`config.mk`:
```
export PLATFORM = sky130hd
export DESIGN_NAME = ivm_top
export DESIGN_NICKNAME = d
export VERILOG_FILES = /design/src/rtl/ivm_pkg.sv /design/src/rtl/ivm_top.sv /design/src/rtl/ivm_prio_enc.sv
export SDC_FILE = /design/constraint.sdc
export NUM_CORES = 1
export LEC_CHECK = 0
export BUFFER_PORTS_ARGS = -buffer_cell sky130_fd_sc_hd__buf_4
export CAP_MARGIN = 20
export CORE_MARGIN = 3
export CORE_UTILIZATION = 35
export CTS_BUF_LIST = sky130_fd_sc_hd__clkbuf_8
export DETAILED_ROUTE_END_ITERATION = 10
export PLACE_DENSITY_LB_ADDON = 0.3
export SLEW_MARGIN = 25
export SYNTH_ARGS = -nofsm -noshare
export SYNTH_HDL_FRONTEND = slang
export SYNTH_HIERARCHICAL = 1
export SYNTH_SLANG_ARGS = --single-unit
```
`constraint.sdc`:
```
create_clock -name core_clk -period 2.4 [get_ports core_clk]
set_input_delay 0.24 -clock core_clk [delete_from_list [all_inputs] [get_ports core_clk]]
set_output_delay 0.24 -clock core_clk [all_outputs]
set_load 0.02 [all_outputs]
```
`src/rtl/ivm_pkg.sv`:
```
// Constants and types shared by the interrupt vector map.
// What this block does
// RL1: Any reset cause sends execution to word address 0x0000.
// RL2: External pin request A vectors to word address 0x0001.
// RL3: External pin request B vectors to word address 0x0002.
// RL4: Wide timer capture, match A, overflow vector to 0x0003, 0x0004, 0x0005.
// RL5: Wide timer match B vectors to word address 0x000C.
// RL6: Narrow timer overflow vectors to 0x0006, match A to 0x000D.
// RL7: Narrow timer match B vectors to word address 0x000E.
// RL8: Serial receive complete vectors to word address 0x0007.
// RL9: Serial transmit buffer empty vectors to word address 0x0008.
// RL10: Serial transmit complete vectors to word address 0x0009.
// RL11: Addresses 0x000A to 0x0012 hold comparator through watchdog vectors in order.
// RL12: Nineteen one-word vectors without gaps; vector N sits at address N-1.
// RL13: Taking the watchdog vector clears the watchdog interrupt flag in hardware.
// RL14: In interrupt-and-reset mode, taking it also clears the watchdog interrupt enable.
// RL15: Among pending enabled requests, the lowest vector address is served first.
// RL16: Vector only when global enable and the source enable are both set.
package ivm_pkg;

	// ------------------------------------------------------------
	// Vector table
	// ------------------------------------------------------------
	localparam int unsigned VEC_COUNT   = 19;
	localparam int unsigned IRQ_COUNT   = 18;
	localparam int unsigned ADDR_W      = 16;

	localparam logic [ADDR_W-1:0] VEC_RESET                      = 16'h0000;
	localparam logic [ADDR_W-1:0] VEC_EXT_PIN_IRQ_A              = 16'h0001;
	localparam logic [ADDR_W-1:0] VEC_EXT_PIN_IRQ_B              = 16'h0002;
	localparam logic [ADDR_W-1:0] VEC_WIDE_TIMER_CAPTURE         = 16'h0003;
	localparam logic [ADDR_W-1:0] VEC_WIDE_TIMER_MATCH_A         = 16'h0004;
	localparam logic [ADDR_W-1:0] VEC_WIDE_TIMER_OVERFLOW        = 16'h0005;
	localparam logic [ADDR_W-1:0] VEC_NARROW_TIMER_OVERFLOW      = 16'h0006;
	localparam logic [ADDR_W-1:0] VEC_SERIAL_RX_COMPLETE         = 16'h0007;
	localparam logic [ADDR_W-1:0] VEC_SERIAL_TX_BUFFER_EMPTY     = 16'h0008;
	localparam logic [ADDR_W-1:0] VEC_SERIAL_TX_COMPLETE         = 16'h0009;
	localparam logic [ADDR_W-1:0] VEC_ANALOG_COMPARATOR          = 16'h000A;
	localparam logic [ADDR_W-1:0] VEC_PIN_CHANGE_EVENT           = 16'h000B;
	localparam logic [ADDR_W-1:0] VEC_WIDE_TIMER_MATCH_B         = 16'h000C;
	localparam logic [ADDR_W-1:0] VEC_NARROW_TIMER_MATCH_A       = 16'h000D;
	localparam logic [ADDR_W-1:0] VEC_NARROW_TIMER_MATCH_B       = 16'h000E;
	localparam logic [ADDR_W-1:0] VEC_SERIAL_IF_START_CONDITION  = 16'h000F;
	localparam logic [ADDR_W-1:0] VEC_SERIAL_IF_COUNTER_OVERFLOW = 16'h0010;
	localparam logic [ADDR_W-1:0] VEC_NVM_READY                  = 16'h0011;
	localparam logic [ADDR_W-1:0] VEC_WATCHDOG_TIMEOUT           = 16'h0012;

	// Request bit i belongs to vector number i+2, at word address i+1.
	localparam int unsigned IRQ_WATCHDOG = 17;

	typedef enum logic [1:0] {
		IVM_IDLE,
		IVM_BOOT,
		IVM_OFFER
	} ivm_state_t;

endpackage : ivm_pkg

```
`src/rtl/ivm_top.sv`:
```
// Interrupt vector map: picks a pending source and offers its vector word address.
`timescale 1ns/100ps
module ivm_top #(
	parameter int unsigned IRQ_N = ivm_pkg::IRQ_COUNT
) (
	input  wire logic                      core_clk,
	input  wire logic                      resetn,
	input  wire logic [IRQ_N-1:0]          irq_pending,
	input  wire logic [IRQ_N-1:0]          irq_enable,
	input  wire logic                      global_irq_enable,
	input  wire logic                      vector_ack,
	input  wire logic                      watchdog_reset_mode,
	output logic                           vector_valid,
	output logic [ivm_pkg::ADDR_W-1:0]     vector_addr,
	output logic                           vector_is_reset,
	output logic                           watchdog_irq_flag_clear,
	output logic                           watchdog_irq_enable_clear
);

	localparam int unsigned IW = $clog2(IRQ_N);

	ivm_pkg::ivm_state_t state;
	ivm_pkg::ivm_state_t next_state;

	logic [IRQ_N-1:0]           eligible;
	logic                       any_req;
	logic [IW-1:0]              win_idx;
	logic [IW-1:0]              held_idx;
	logic [ivm_pkg::ADDR_W-1:0] next_addr;
	logic                       take_wdog;

	// ------------------------------------------------------------
	// Eligibility and selection
	// ------------------------------------------------------------
	// Sources outside the global gate never reach the encoder.
	assign eligible = global_irq_enable ? (irq_pending & irq_enable) : '0; // RL16

	ivm_prio_enc #(
		.N  (IRQ_N),
		.IW (IW)
	) u_prio (
		.req (eligible),
		.any (any_req),
		.idx (win_idx)
	);

	// Vectors are packed one word apart, so the address is the index plus one.
	assign next_addr = ivm_pkg::ADDR_W'(win_idx) + ivm_pkg::ADDR_W'(1); // RL12 RL2 RL3 RL4 RL5 RL6 RL7 RL8 RL9 RL10 RL11

	// The offered vector only completes when the core acknowledges it.
	assign take_wdog = (state == ivm_pkg::IVM_OFFER) && vector_ack
		&& (held_idx == IW'(ivm_pkg::IRQ_WATCHDOG));

	always_comb begin
		next_state = state;
		case (state)
			ivm_pkg::IVM_BOOT: begin
				if (vector_ack) begin
					next_state = ivm_pkg::IVM_IDLE;
				end
			end
			ivm_pkg::IVM_IDLE: begin
				if (any_req) begin
					next_state = ivm_pkg::IVM_OFFER;
				end
			end
			ivm_pkg::IVM_OFFER: begin
				if (vector_ack) begin
					next_state = ivm_pkg::IVM_IDLE;
				end
			end
			default: begin
				next_state = ivm_pkg::IVM_IDLE;
			end
		endcase
	end

	// ------------------------------------------------------------
	// Registers
	// ------------------------------------------------------------
	// Reset leaves the reset vector on offer until the core takes it.
	always_ff @(posedge core_clk or negedge resetn) begin
		if (!resetn) begin
			state           <= ivm_pkg::IVM_BOOT;
			held_idx        <= '0;
			vector_valid    <= 1'b1;
			vector_addr     <= ivm_pkg::VEC_RESET; // RL1
			vector_is_reset <= 1'b1; // RL1
		end else begin
			state <= next_state;
			if (state == ivm_pkg::IVM_IDLE && any_req) begin
				held_idx        <= win_idx;
				vector_addr     <= next_addr;
				vector_valid    <= 1'b1;
				vector_is_reset <= 1'b0;
			end else if (vector_ack && state != ivm_pkg::IVM_IDLE) begin
				vector_valid    <= 1'b0;
				vector_is_reset <= 1'b0;
			end
		end
	end

	always_ff @(posedge core_clk or negedge resetn) begin
		if (!resetn) begin
			watchdog_irq_flag_clear   <= 1'b0;
			watchdog_irq_enable_clear <= 1'b0;
		end else begin
			watchdog_irq_flag_clear   <= take_wdog; // RL13
			watchdog_irq_enable_clear <= take_wdog && watchdog_reset_mode; // RL14
		end
	end

endmodule : ivm_top

```
`src/rtl/ivm_prio_enc.sv`:
```
// Fixed-priority encoder picking the lowest pending request.
`timescale 1ns/100ps
module ivm_prio_enc #(
	parameter int unsigned N  = 18,
	parameter int unsigned IW = 5
) (
	input  wire logic [N-1:0]  req,
	output logic               any,
	output logic [IW-1:0]      idx
);

	// ------------------------------------------------------------
	// Scan from the top so the lowest index is written last
	// ------------------------------------------------------------
	always_comb begin
		any = 1'b0;
		idx = '0;
		for (int i = N - 1; i >= 0; i--) begin
			if (req[i]) begin
				any = 1'b1;
				idx = IW'(i); // RL15
			end
		end
	end

endmodule : ivm_prio_enc

```
==> results of run 1 <==
[sequential cells by signal, summed over array words and instances, names as in the netlist]
name                       cells
vector_valid                   1
vector_is_reset                1
held_idx                       5
watchdog_irq_enable_clear      1
state                          2
vector_addr                    6
watchdog_irq_flag_clear        1
[layout make-up]
cell class	instances	area share, %
clock buffer	3	2.59
clock inverter	1	0.235
inverter	8	1.88
multi-input combinational	96	40.3
sequential	17	26.9
tap	44	3.45
timing repair buffer	52	24.6
[routing by layer]
metal / up-vias / part of all wire (%) / global-route usage [%]
met5: - / 0 / 0
met4: 0 / 2.5 / 8.09
met3: 5 / 7.0 / 0.713
met2: 47 / 48 / 22.6
met1: 479 / 42 / 14.6
li1: 527 / - / -
[synthesized netlist by cell type (2+ instances only)]
cell / count / share of area (%)
and3_1: 19 / 10
dfrtp_1: 14 / 30
buf_4: 10 / 6.5
o21ai_0: 9 / 3.9
nand2_1: 8 / 2.6
inv_1: 7 / 2.3
mux2_2: 6 / 5.8
nor2_1: 6 / 1.9
a21oi_1: 5 / 2.2
dfstp_2: 3 / 6.8
ha_1: 3 / 3.2
nor3_1: 3 / 1.3
and2_1: 2 / 1.1
nand2b_1: 2 / 1.1
nand3_1: 2 / 0.86
nand4_1: 2 / 1.1
nor4_1: 2 / 1.1
xor2_1: 2 / 1.5
[through the flow]
| step | util, % | instance area (µm²) | total power (W) |
|---|---|---|---|
| after floorplan | - | 1190 | 0.000756 |
| after global placement | 49.6 | 1540 | 0.000892 |
| after detailed placement | 49.6 | 1540 | 0.000910 |
| after CTS | 51.4 | 1590 | 0.00112 |
| after global routing | 51.4 | 1590 | 0.00119 |
| final | 51.4 | 1590 | 0.00111 |
[cells in the final DEF, fill, tap and decap left out, types with 2 or more instances in the layout]
master,count
a21oi_1,5
and2_1,2
and3_1,19
buf_4,51
clkbuf_8,3
conb_1,10
dfrtp_1,14
dfstp_2,3
ha_1,3
inv_1,8
mux2_2,6
nand2_1,8
nand2b_1,2
nand3_1,2
nand4_1,2
nor2_1,6
nor3_1,3
nor4_1,2
o21ai_0,9
xor2_1,2
[report_power, final]
group / leakage [nW] / internal [W] / total (W) / switching, W
clock network: 0.0269 / 0.000113 / 0.000204 / 0.0000910
logic: 0.579 / 0.000227 / 0.000473 / 0.000246
registers: 0.212 / 0.000381 / 0.000430 / 0.0000484
[what timing repair did]
action,4_1_cts,5_1_grt
hold endpoints to repair,14,0
buffers inserted,0,0
hold buffers,1,0
[how the worst max path moves through the flow]
stage / startpoint / endpoint / cells past startpoint
3_5_place_dp: global_irq_enable / vector_addr[4] / 9
2_1_floorplan: global_irq_enable / vector_addr[4] / 8
3_3_place_gp: global_irq_enable / vector_addr[4] / 11
4_1_cts: global_irq_enable / vector_addr[4] / 9
5_1_grt: global_irq_enable / held_idx[3] / 7
6_report: global_irq_enable / vector_addr[4] / 9
[worst max-delay path: cells and delay by family]
| family | cells | cell delay [ns] |
|---|---|---|
| xor+xnor | 1 | 0.15 |
| simple gates | 3 | 0.39 |
| fa+ha+maj | 1 | 0.24 |
| buf+inv | 1 | 0.16 |
| compound gates | 3 | 0.84 |
[cells by family after synthesis]
kind of cell	after synthesis	share of synthesized area, %
AOI/OAI and AO/OA	20	12.1
xor gates and xnor gates	3	2.27
adders and majority gates	3	3.24
DFF	17	37.1
muxes	6	5.84
other	1	0.324
and+or+nand+nor	54	28.8
buffers and inverters	20	10.4
==> results.toml, run 1 <==
[finish]
nets = 222
multiInputGateArea_um2 = 642
syn_to_final_growth_pct = 37.7
register_area_um2 = 429
drive_above_1_share_pct = 39.0
n_antenna_cell = 0
stdcell_count = 221
fillers = 309

[worst_hold_path]
worstHoldEndpoint = "vector_valid"
hp-start = "vector_ack"
hold_path_depth = 2
hp-class = "in2reg"

[pwr]
powerDensity_nw_per_um2 = 695
p_leak_nw = 0.817
ir_drop_mv = 0.222

[clock_tree]
clkSinkCount = 17
clk_latency_ns = 0.25
cts_tree = "built"
cts.clk_slew.worst_paths_ns = 0.06
numCtsBuffers = 3
cts_root_buf = "clkbuf_8"
clock_path_buffers = 2
cts_max_level = 1
cts_resized = 0

[sta]
setup_slack_ns = 0.527
worst_hold_slack_ns = 0.177
post-route-min-period_ns = 1.87
setup_violations = 0
drv_slew = 0
finClkSkew_ns = 0.00175
setup_tns_ns = 0
max_freq_ghz = 0.534
hold_viol = 0
period_share_pct = 78.0
rsz0062_at_grt = "no"

[place]
hpwl_um = 2170
port_buffers = 50
dpl.cell_count = 216
place_ws_ns = 0.274
place.gp.congestion = 0.755

[worst_setup_path]
cp.required_ns = 2.57
critPathLaunchType = "primary input"
endpoint_kind = "flip-flop"
critical_path_class = "in2reg"
reg2reg_depth = 4
timing.rr.end = "held_idx[4]"
max_stage_delay_ns = 0.38
crit_chain = "buf_4, and3_1, nor2b_1, o41a_1, o22ai_1, ha_1, nand3_1, xor2_1, o21ai_0"
r2r_slack_ns = 0.81
cp_slowest_cell = "o41a_1"
r2r_start = "state[0]"
crit_path_max_fanout = 18
cp_data_arrival_time_ns = 2.04

[routing]
drt-vias-per-instance = 4.79
drc_errors = 0
num_vias = 1058
routed_wl_um = 2560
dr.pass1.iters = 4
wl_per_cell_um = 11.6
antenna_left = 0
drtIter0Drc = 26

[global_routing]
antenna_found_initial = 0
grt_pass1_vias = 995
globalRouteOverflowTotal = 0
grt_first_pass_wirelength_um = 4130
grt_max_degree = 19
grt_usage_pct = 12.7

[logic_synthesis]
synthArstFlopShare_pct = 100
synthDistinctLibCells = 37
synth-seq-cells = 17
synth_edf_count = 0
synth_seq_area_share_pct = 37.1
synth_cells = 124
ys_warn_count = 6
synthFlopType = "dfrtp_1"
avgSynthCellArea_um2 = 9.33
synth_area_um2 = 1160

[run]
drv_cap = 0

[die]
die-area_um2 = 4030
fp.coreArea_um2 = 3100
die_h_um = 63.5
initial_core_util_pct = 37.3
die_w_um = 63.5
ios = 61
rows = 20

[run_status]
status = "complete, no violations"
No activity file was read; power rests on OpenSTA's default activity.
==> inputs of run 2 (changes only) <==
==> constraint.sdc (replaced) <==
create_clock -name core_clk -period 1.73 [get_ports core_clk]
set_input_delay 0.173 -clock core_clk [delete_from_list [all_inputs] [get_ports core_clk]]
set_output_delay 0.173 -clock core_clk [all_outputs]
set_load 0.02 [all_outputs]
==> results.toml, run 2 (synthesized netlist as in run 1, its figures left out) <==
[run_status]
status = "complete, no violations"

[worst_setup_path]
cp_data_arrival_time_ns = 1.79
endpoint_kind = "flip-flop"
cp_slowest_cell = "a2111oi_2"
r2r_slack_ns = 0.22
r2r_start = "state[0]"
max_stage_delay_ns = 0.42
crit_chain = "buf_12, and3_4, nor2_2, nor3_2, o31ai_1, a2111oi_2, ha_2, mux2_4"
crit_path_max_fanout = 7
timing.rr.end = "held_idx[0]"
critPathLaunchType = "primary input"
critical_path_class = "in2reg"
reg2reg_depth = 4
cp.required_ns = 1.88

[die]
fp.coreArea_um2 = 3100
initial_core_util_pct = 37.3
die_w_um = 63.5
ios = 61
die_h_um = 63.5
die-area_um2 = 4030
rows = 20

[finish]
register_area_um2 = 429
nets = 237
fillers = 298
syn_to_final_growth_pct = 56.2
utilization_pct = 58.3
n_antenna_cell = 0
top_register = "vector_addr"
largest_reg_flops = 6
final_cell_mix = "buf_4 (64), dfrtp_1 (14), and3_1 (12)"
multiInputGateArea_um2 = 712
drive_above_1_share_pct = 52.1
design_area_um2 = 1810
mostFrequentLayoutCell = "buf_4"
top_regs = "vector_addr x6, held_idx x5, state x2"

[clock_tree]
cts_root_buf = "clkbuf_8"
clkSinkCount = 17
numCtsBuffers = 3
clk_latency_ns = 0.26
clock_path_buffers = 2
cts_max_level = 1
cts.clk_slew.worst_paths_ns = 0.07
cts_tree = "built"

[pwr]
p_sw_share_pct = 34.3
power_switching_w = 0.000566
powerDensity_nw_per_um2 = 914
p_leak_nw = 0.903
pwr-share-comb_pct = 46.1
p_seq_share_pct = 36.1
ir_drop_mv = 0.281
cellInternalPower_w = 0.00109
clockPowerShare_pct = 17.9

[global_routing]
globalRouteOverflowTotal = 0
antenna_found_initial = 0
grt_pass1_vias = 1130
grt_first_pass_wirelength_um = 4600
grt_usage_pct = 14.2
grt_max_degree = 19

[worst_hold_path]
hp-start = "vector_ack"
worstHoldEndpoint = "vector_valid"
hold_path_depth = 2
hp-class = "in2reg"

[routing]
drc_errors = 0
wl_per_cell_um = 12.1
routed_wl_um = 2850
antenna_left = 0
drt-vias-per-instance = 4.69
num_vias = 1106
drtIter0Drc = 13
dr.pass1.iters = 4

[place]
place.gp.congestion = 0.810
dpl_cell_area_um2 = 1680
hpwl_um = 2360
port_buffers = 50

[sta]
setup_violations = 0
worst_hold_slack_ns = 0.0999
hold_viol = 0
drv_slew = 0
post-route-min-period_ns = 1.64
period_share_pct = 95.0
finClkSkew_ns = 0.00583
max_freq_ghz = 0.608
setup_tns_ns = 0

[run]
drv_cap = 0
## run 2: power by group through the flow
| stage | Combinational (W) | Sequential, W | Clock [W] |
|---|---|---|---|
| 2_1_floorplan | 0.000410 | 0.000666 | 0 |
| 3_3_place_gp | 0.000731 | 0.000598 | 0 |
| 3_5_place_dp | 0.000752 | 0.000604 | 0 |
| 4_1_cts | 0.000754 | 0.000597 | 0.000310 |
| 5_1_grt | 0.000839 | 0.000616 | 0.000320 |
| 6_report | 0.000761 | 0.000596 | 0.000296 |
## run 2: final cells by class
class,count,share of cell area (%)
multi-input combinational,96,39.4
timing repair buffer,67,29.6
sequential,17,23.7
tap,44,3.04
clock buffer,3,2.28
inverter,8,1.66
clock inverter,1,0.277
## run 2: worst max-delay path, delay by kind of cell
kind	cells	cell delay [ns]
muxes	1	0.26
and+or+nand+nor	3	0.40
AOI/OAI and AO/OA	2	0.53
adders and majority gates	1	0.34
buffers and inverters	1	0.08
## run 2: worst max path at each step
| stage | from | endpoint | depth (start not counted) |
|---|---|---|---|
| after floorplan | global_irq_enable | vector_addr[4] | 10 |
| after global placement | global_irq_enable | vector_addr[2] | 10 |
| after detailed placement | global_irq_enable | vector_addr[2] | 10 |
| after CTS | global_irq_enable | vector_addr[2] | 10 |
| after global routing | global_irq_enable | vector_addr[3] | 9 |
| final | global_irq_enable | vector_addr[1] | 8 |
## run 2: timing repair
item / 4_1_cts / 5_1_grt
setup endpoints to repair: 0 / 10
buffers inserted: 0 / 1
hold buffers: 1 / 0
hold endpoints to repair: 14 / 0
resized for setup: 0 / 10
## run 2: metrics by stage
stage / cells / worst slack [ns] / total power (W)
6_report: 236 / 0.0863 / 0.00165
4_1_cts: 234 / 0.0581 / 0.00166
5_1_grt: 236 / -0.0138 / 0.00177
3_3_place_gp: 229 / -0.177 / 0.00133
3_5_place_dp: 229 / -0.212 / 0.00136
2_1_floorplan: 133 / -0.0394 / 0.00108
## run 2: per-layer routing
metal | GRT usage, % | vias to the layer above | routed length (µm)
met5 | 0 | - | 0
met4 | 6.47 | 0 | 35
met3 | 2.32 | 4 | 208
met2 | 26.2 | 52 | 1470
met1 | 15.7 | 491 | 1140
li1 | - | 559 | -
==> inputs of run 3 (changes only) <==
--- a/config.mk
+++ b/config.mk
@@ -7,7 +7,6 @@
 export LEC_CHECK = 0
 export BUFFER_PORTS_ARGS = -buffer_cell sky130_fd_sc_hd__buf_4
 export CAP_MARGIN = 20
-export CORE_MARGIN = 3
 export CORE_UTILIZATION = 35
 export CTS_BUF_LIST = sky130_fd_sc_hd__clkbuf_8
 export DETAILED_ROUTE_END_ITERATION = 10
@@ -15,5 +14,4 @@
 export SLEW_MARGIN = 25
 export SYNTH_ARGS = -nofsm -noshare
 export SYNTH_HDL_FRONTEND = slang
-export SYNTH_HIERARCHICAL = 1
 export SYNTH_SLANG_ARGS = --single-unit
==> results.toml, run 3 <==
[place]
port_buffers = 50
dpl_cell_area_um2 = 1830
hpwl_um = 2790
place_ws_ns = -0.172
place.gp.congestion = 0.800

[worst_setup_path]
cp_data_arrival_time_ns = 1.77
crit_path_max_fanout = 2
max_stage_delay_ns = 0.30
critPathLaunchType = "primary input"
cp_slowest_cell = "a222oi_1"
critical_path_class = "in2reg"
critPathTopFamily = "compound AO/OA/AOI/OAI gates"
cp.required_ns = 1.86
crit_chain = "buf_4, a32o_2, a21o_1, a222oi_1, o21ai_1, and3_1, ha_2, xnor2_2, o21ai_0"
crit_buf_inv = 1
endpoint_kind = "flip-flop"

[sta]
period_share_pct = 94.4
post-route-min-period_ns = 1.63
max_freq_ghz = 0.612
setup_violations = 0
finClkSkew_ns = 0.00350
rsz0062_at_grt = "yes"
setup_tns_ns = 0
drv_slew = 0
hold_viol = 0
worst_hold_slack_ns = 0.0933
setup_slack_ns = 0.0968

[logic_synthesis]
synth-seq-cells = 17
synth_cells = 133
yosysMostFrequentCell = "nand2_1"
synthFlopType = "dfrtp_1"
synthArstFlopShare_pct = 100
ys_top_cells_by_count = "nand2_1 (17), dfrtp_1 (14), a21oi_1 (10), buf_4 (10), nor2_1 (8)"
synth_area_um2 = 1280
synth_top_area_share_pct = 27.4
ys_warn_count = 0
synth_top_area_cell = "dfrtp_1"
avgSynthCellArea_um2 = 9.62
synthTopCellsByArea = "dfrtp_1 (27%), dfstp_2 (6.2%), buf_4 (5.9%)"
synthDistinctLibCells = 46
synth_edf_count = 0
synth_seq_area_share_pct = 33.5

[routing]
dr.pass1.iters = 4
dr.max_layer_used = "met4"
drtIter0Drc = 22
antenna_left = 0
routed_wl_um = 3340
wl_met1_um = 1390
num_vias = 1271
drc_errors = 0
drt-vias-per-instance = 5.04
wl_per_cell_um = 13.3
wl_met3_um = 233
wl_met2_um = 1650

[clock_tree]
numCtsBuffers = 3
cts_tree = "built"
clock_path_buffers = 2
cts_max_level = 1
clk_latency_ns = 0.25
clkSinkCount = 17
cts_root_buf = "clkbuf_8"
cts.clk_slew.worst_paths_ns = 0.07

[pwr]
powerDensity_nw_per_um2 = 945
ir_drop_mv = 0.745
p_leak_nw = 0.935

[die]
die_h_um = 62.5
fp.coreArea_um2 = 3420
initial_core_util_pct = 37.5
die-area_um2 = 3900
die_w_um = 62.5
rows = 21
ios = 61

[global_routing]
globalRouteOverflowTotal = 0
antenna_found_initial = 0
grt_usage_pct = 17.5
grt_first_pass_wirelength_um = 5590
grt_pass1_vias = 1343
grt_max_degree = 18

[finish]
mostFrequentLayoutCell = "buf_4"
largest_reg_flops = 6
top_regs = "vector_addr x6, held_idx x5, state x2"
design_area_um2 = 1910
final_cell_mix = "buf_4 (68), nand2_1 (16), dfrtp_1 (14)"
syn_to_final_growth_pct = 49.3
nets = 251
n_antenna_cell = 0
drive_above_1_share_pct = 48.5
top_register = "vector_addr"

[worst_hold_path]
hp-class = "in2reg"

[run]
drv_cap = 0

[run_status]
status = "complete, no violations"
-- run 3: power breakdown --
group,internal [W],switching (W)
registers,0.000533,0.0000722
clock network,0.000159,0.000129
logic,0.000452,0.000460
total,0.00114,0.000661
-- run 3: kinds of logic (layout without fill, tap and decap cells) --
logic type	Yosys count	in the layout	synth area share (%)
compound gates	49	49	35.3
xor+xnor	1	1	0.684
fa+ha+maj	3	3	2.93
buf+inv	17	81	7.92
flops	17	17	33.5
mux	2	2	1.76
other cells	1	10	0.293
simple gates	43	43	17.6
-- run 3: final cells by class --
class / instances / area (µm²)
Fill cell: 333 / 1510
Multi-Input combinational cell: 108 / 812
Timing Repair Buffer: 71 / 543
Sequential cell: 17 / 429
Tap cell: 46 / 57.6
Clock buffer: 3 / 41.3
Inverter: 6 / 22.5
Clock inverter: 1 / 5.00
-- run 3: what timing repair did --
item,CTS,global route
buffers inserted,0,0
gates resized for setup,0,7
hold buffers,1,0
endpoints found under the setup margin,0,3
endpoints found under the hold margin,14,0
-- run 3: path summary, 6_finish.rpt --
check	endpoint	cells past startpoint	start	slack, ns
max in group asynchronous	state[0]	2	resetn	1.16
min	vector_valid	2	vector_ack	0.09
min in group asynchronous	held_idx[1]	2	resetn	0.32
min reg2reg	watchdog_irq_flag_clear	1	held_idx[3]	0.45
max	vector_addr[2]	9	irq_pending[17]	0.1
max reg2reg	vector_addr[4]	7	state[0]	0.13
-- run 3: per-stage QoR --
stage,total power [W],cells,util (%)
3_5_place_dp,0.00151,247,53.5
4_1_cts,0.00181,252,55.2
5_1_grt,0.00193,252,55.9
3_3_place_gp,0.00147,247,53.5
6_report,0.00181,252,55.9
2_1_floorplan,0.00112,142,-
-- run 3: metal layers --
metal,vias to the layer above,track usage [%]
li1,625,-
met1,586,19.3
met2,52,32.3
met3,8,3.65
met4,0,6.98
met5,-,0
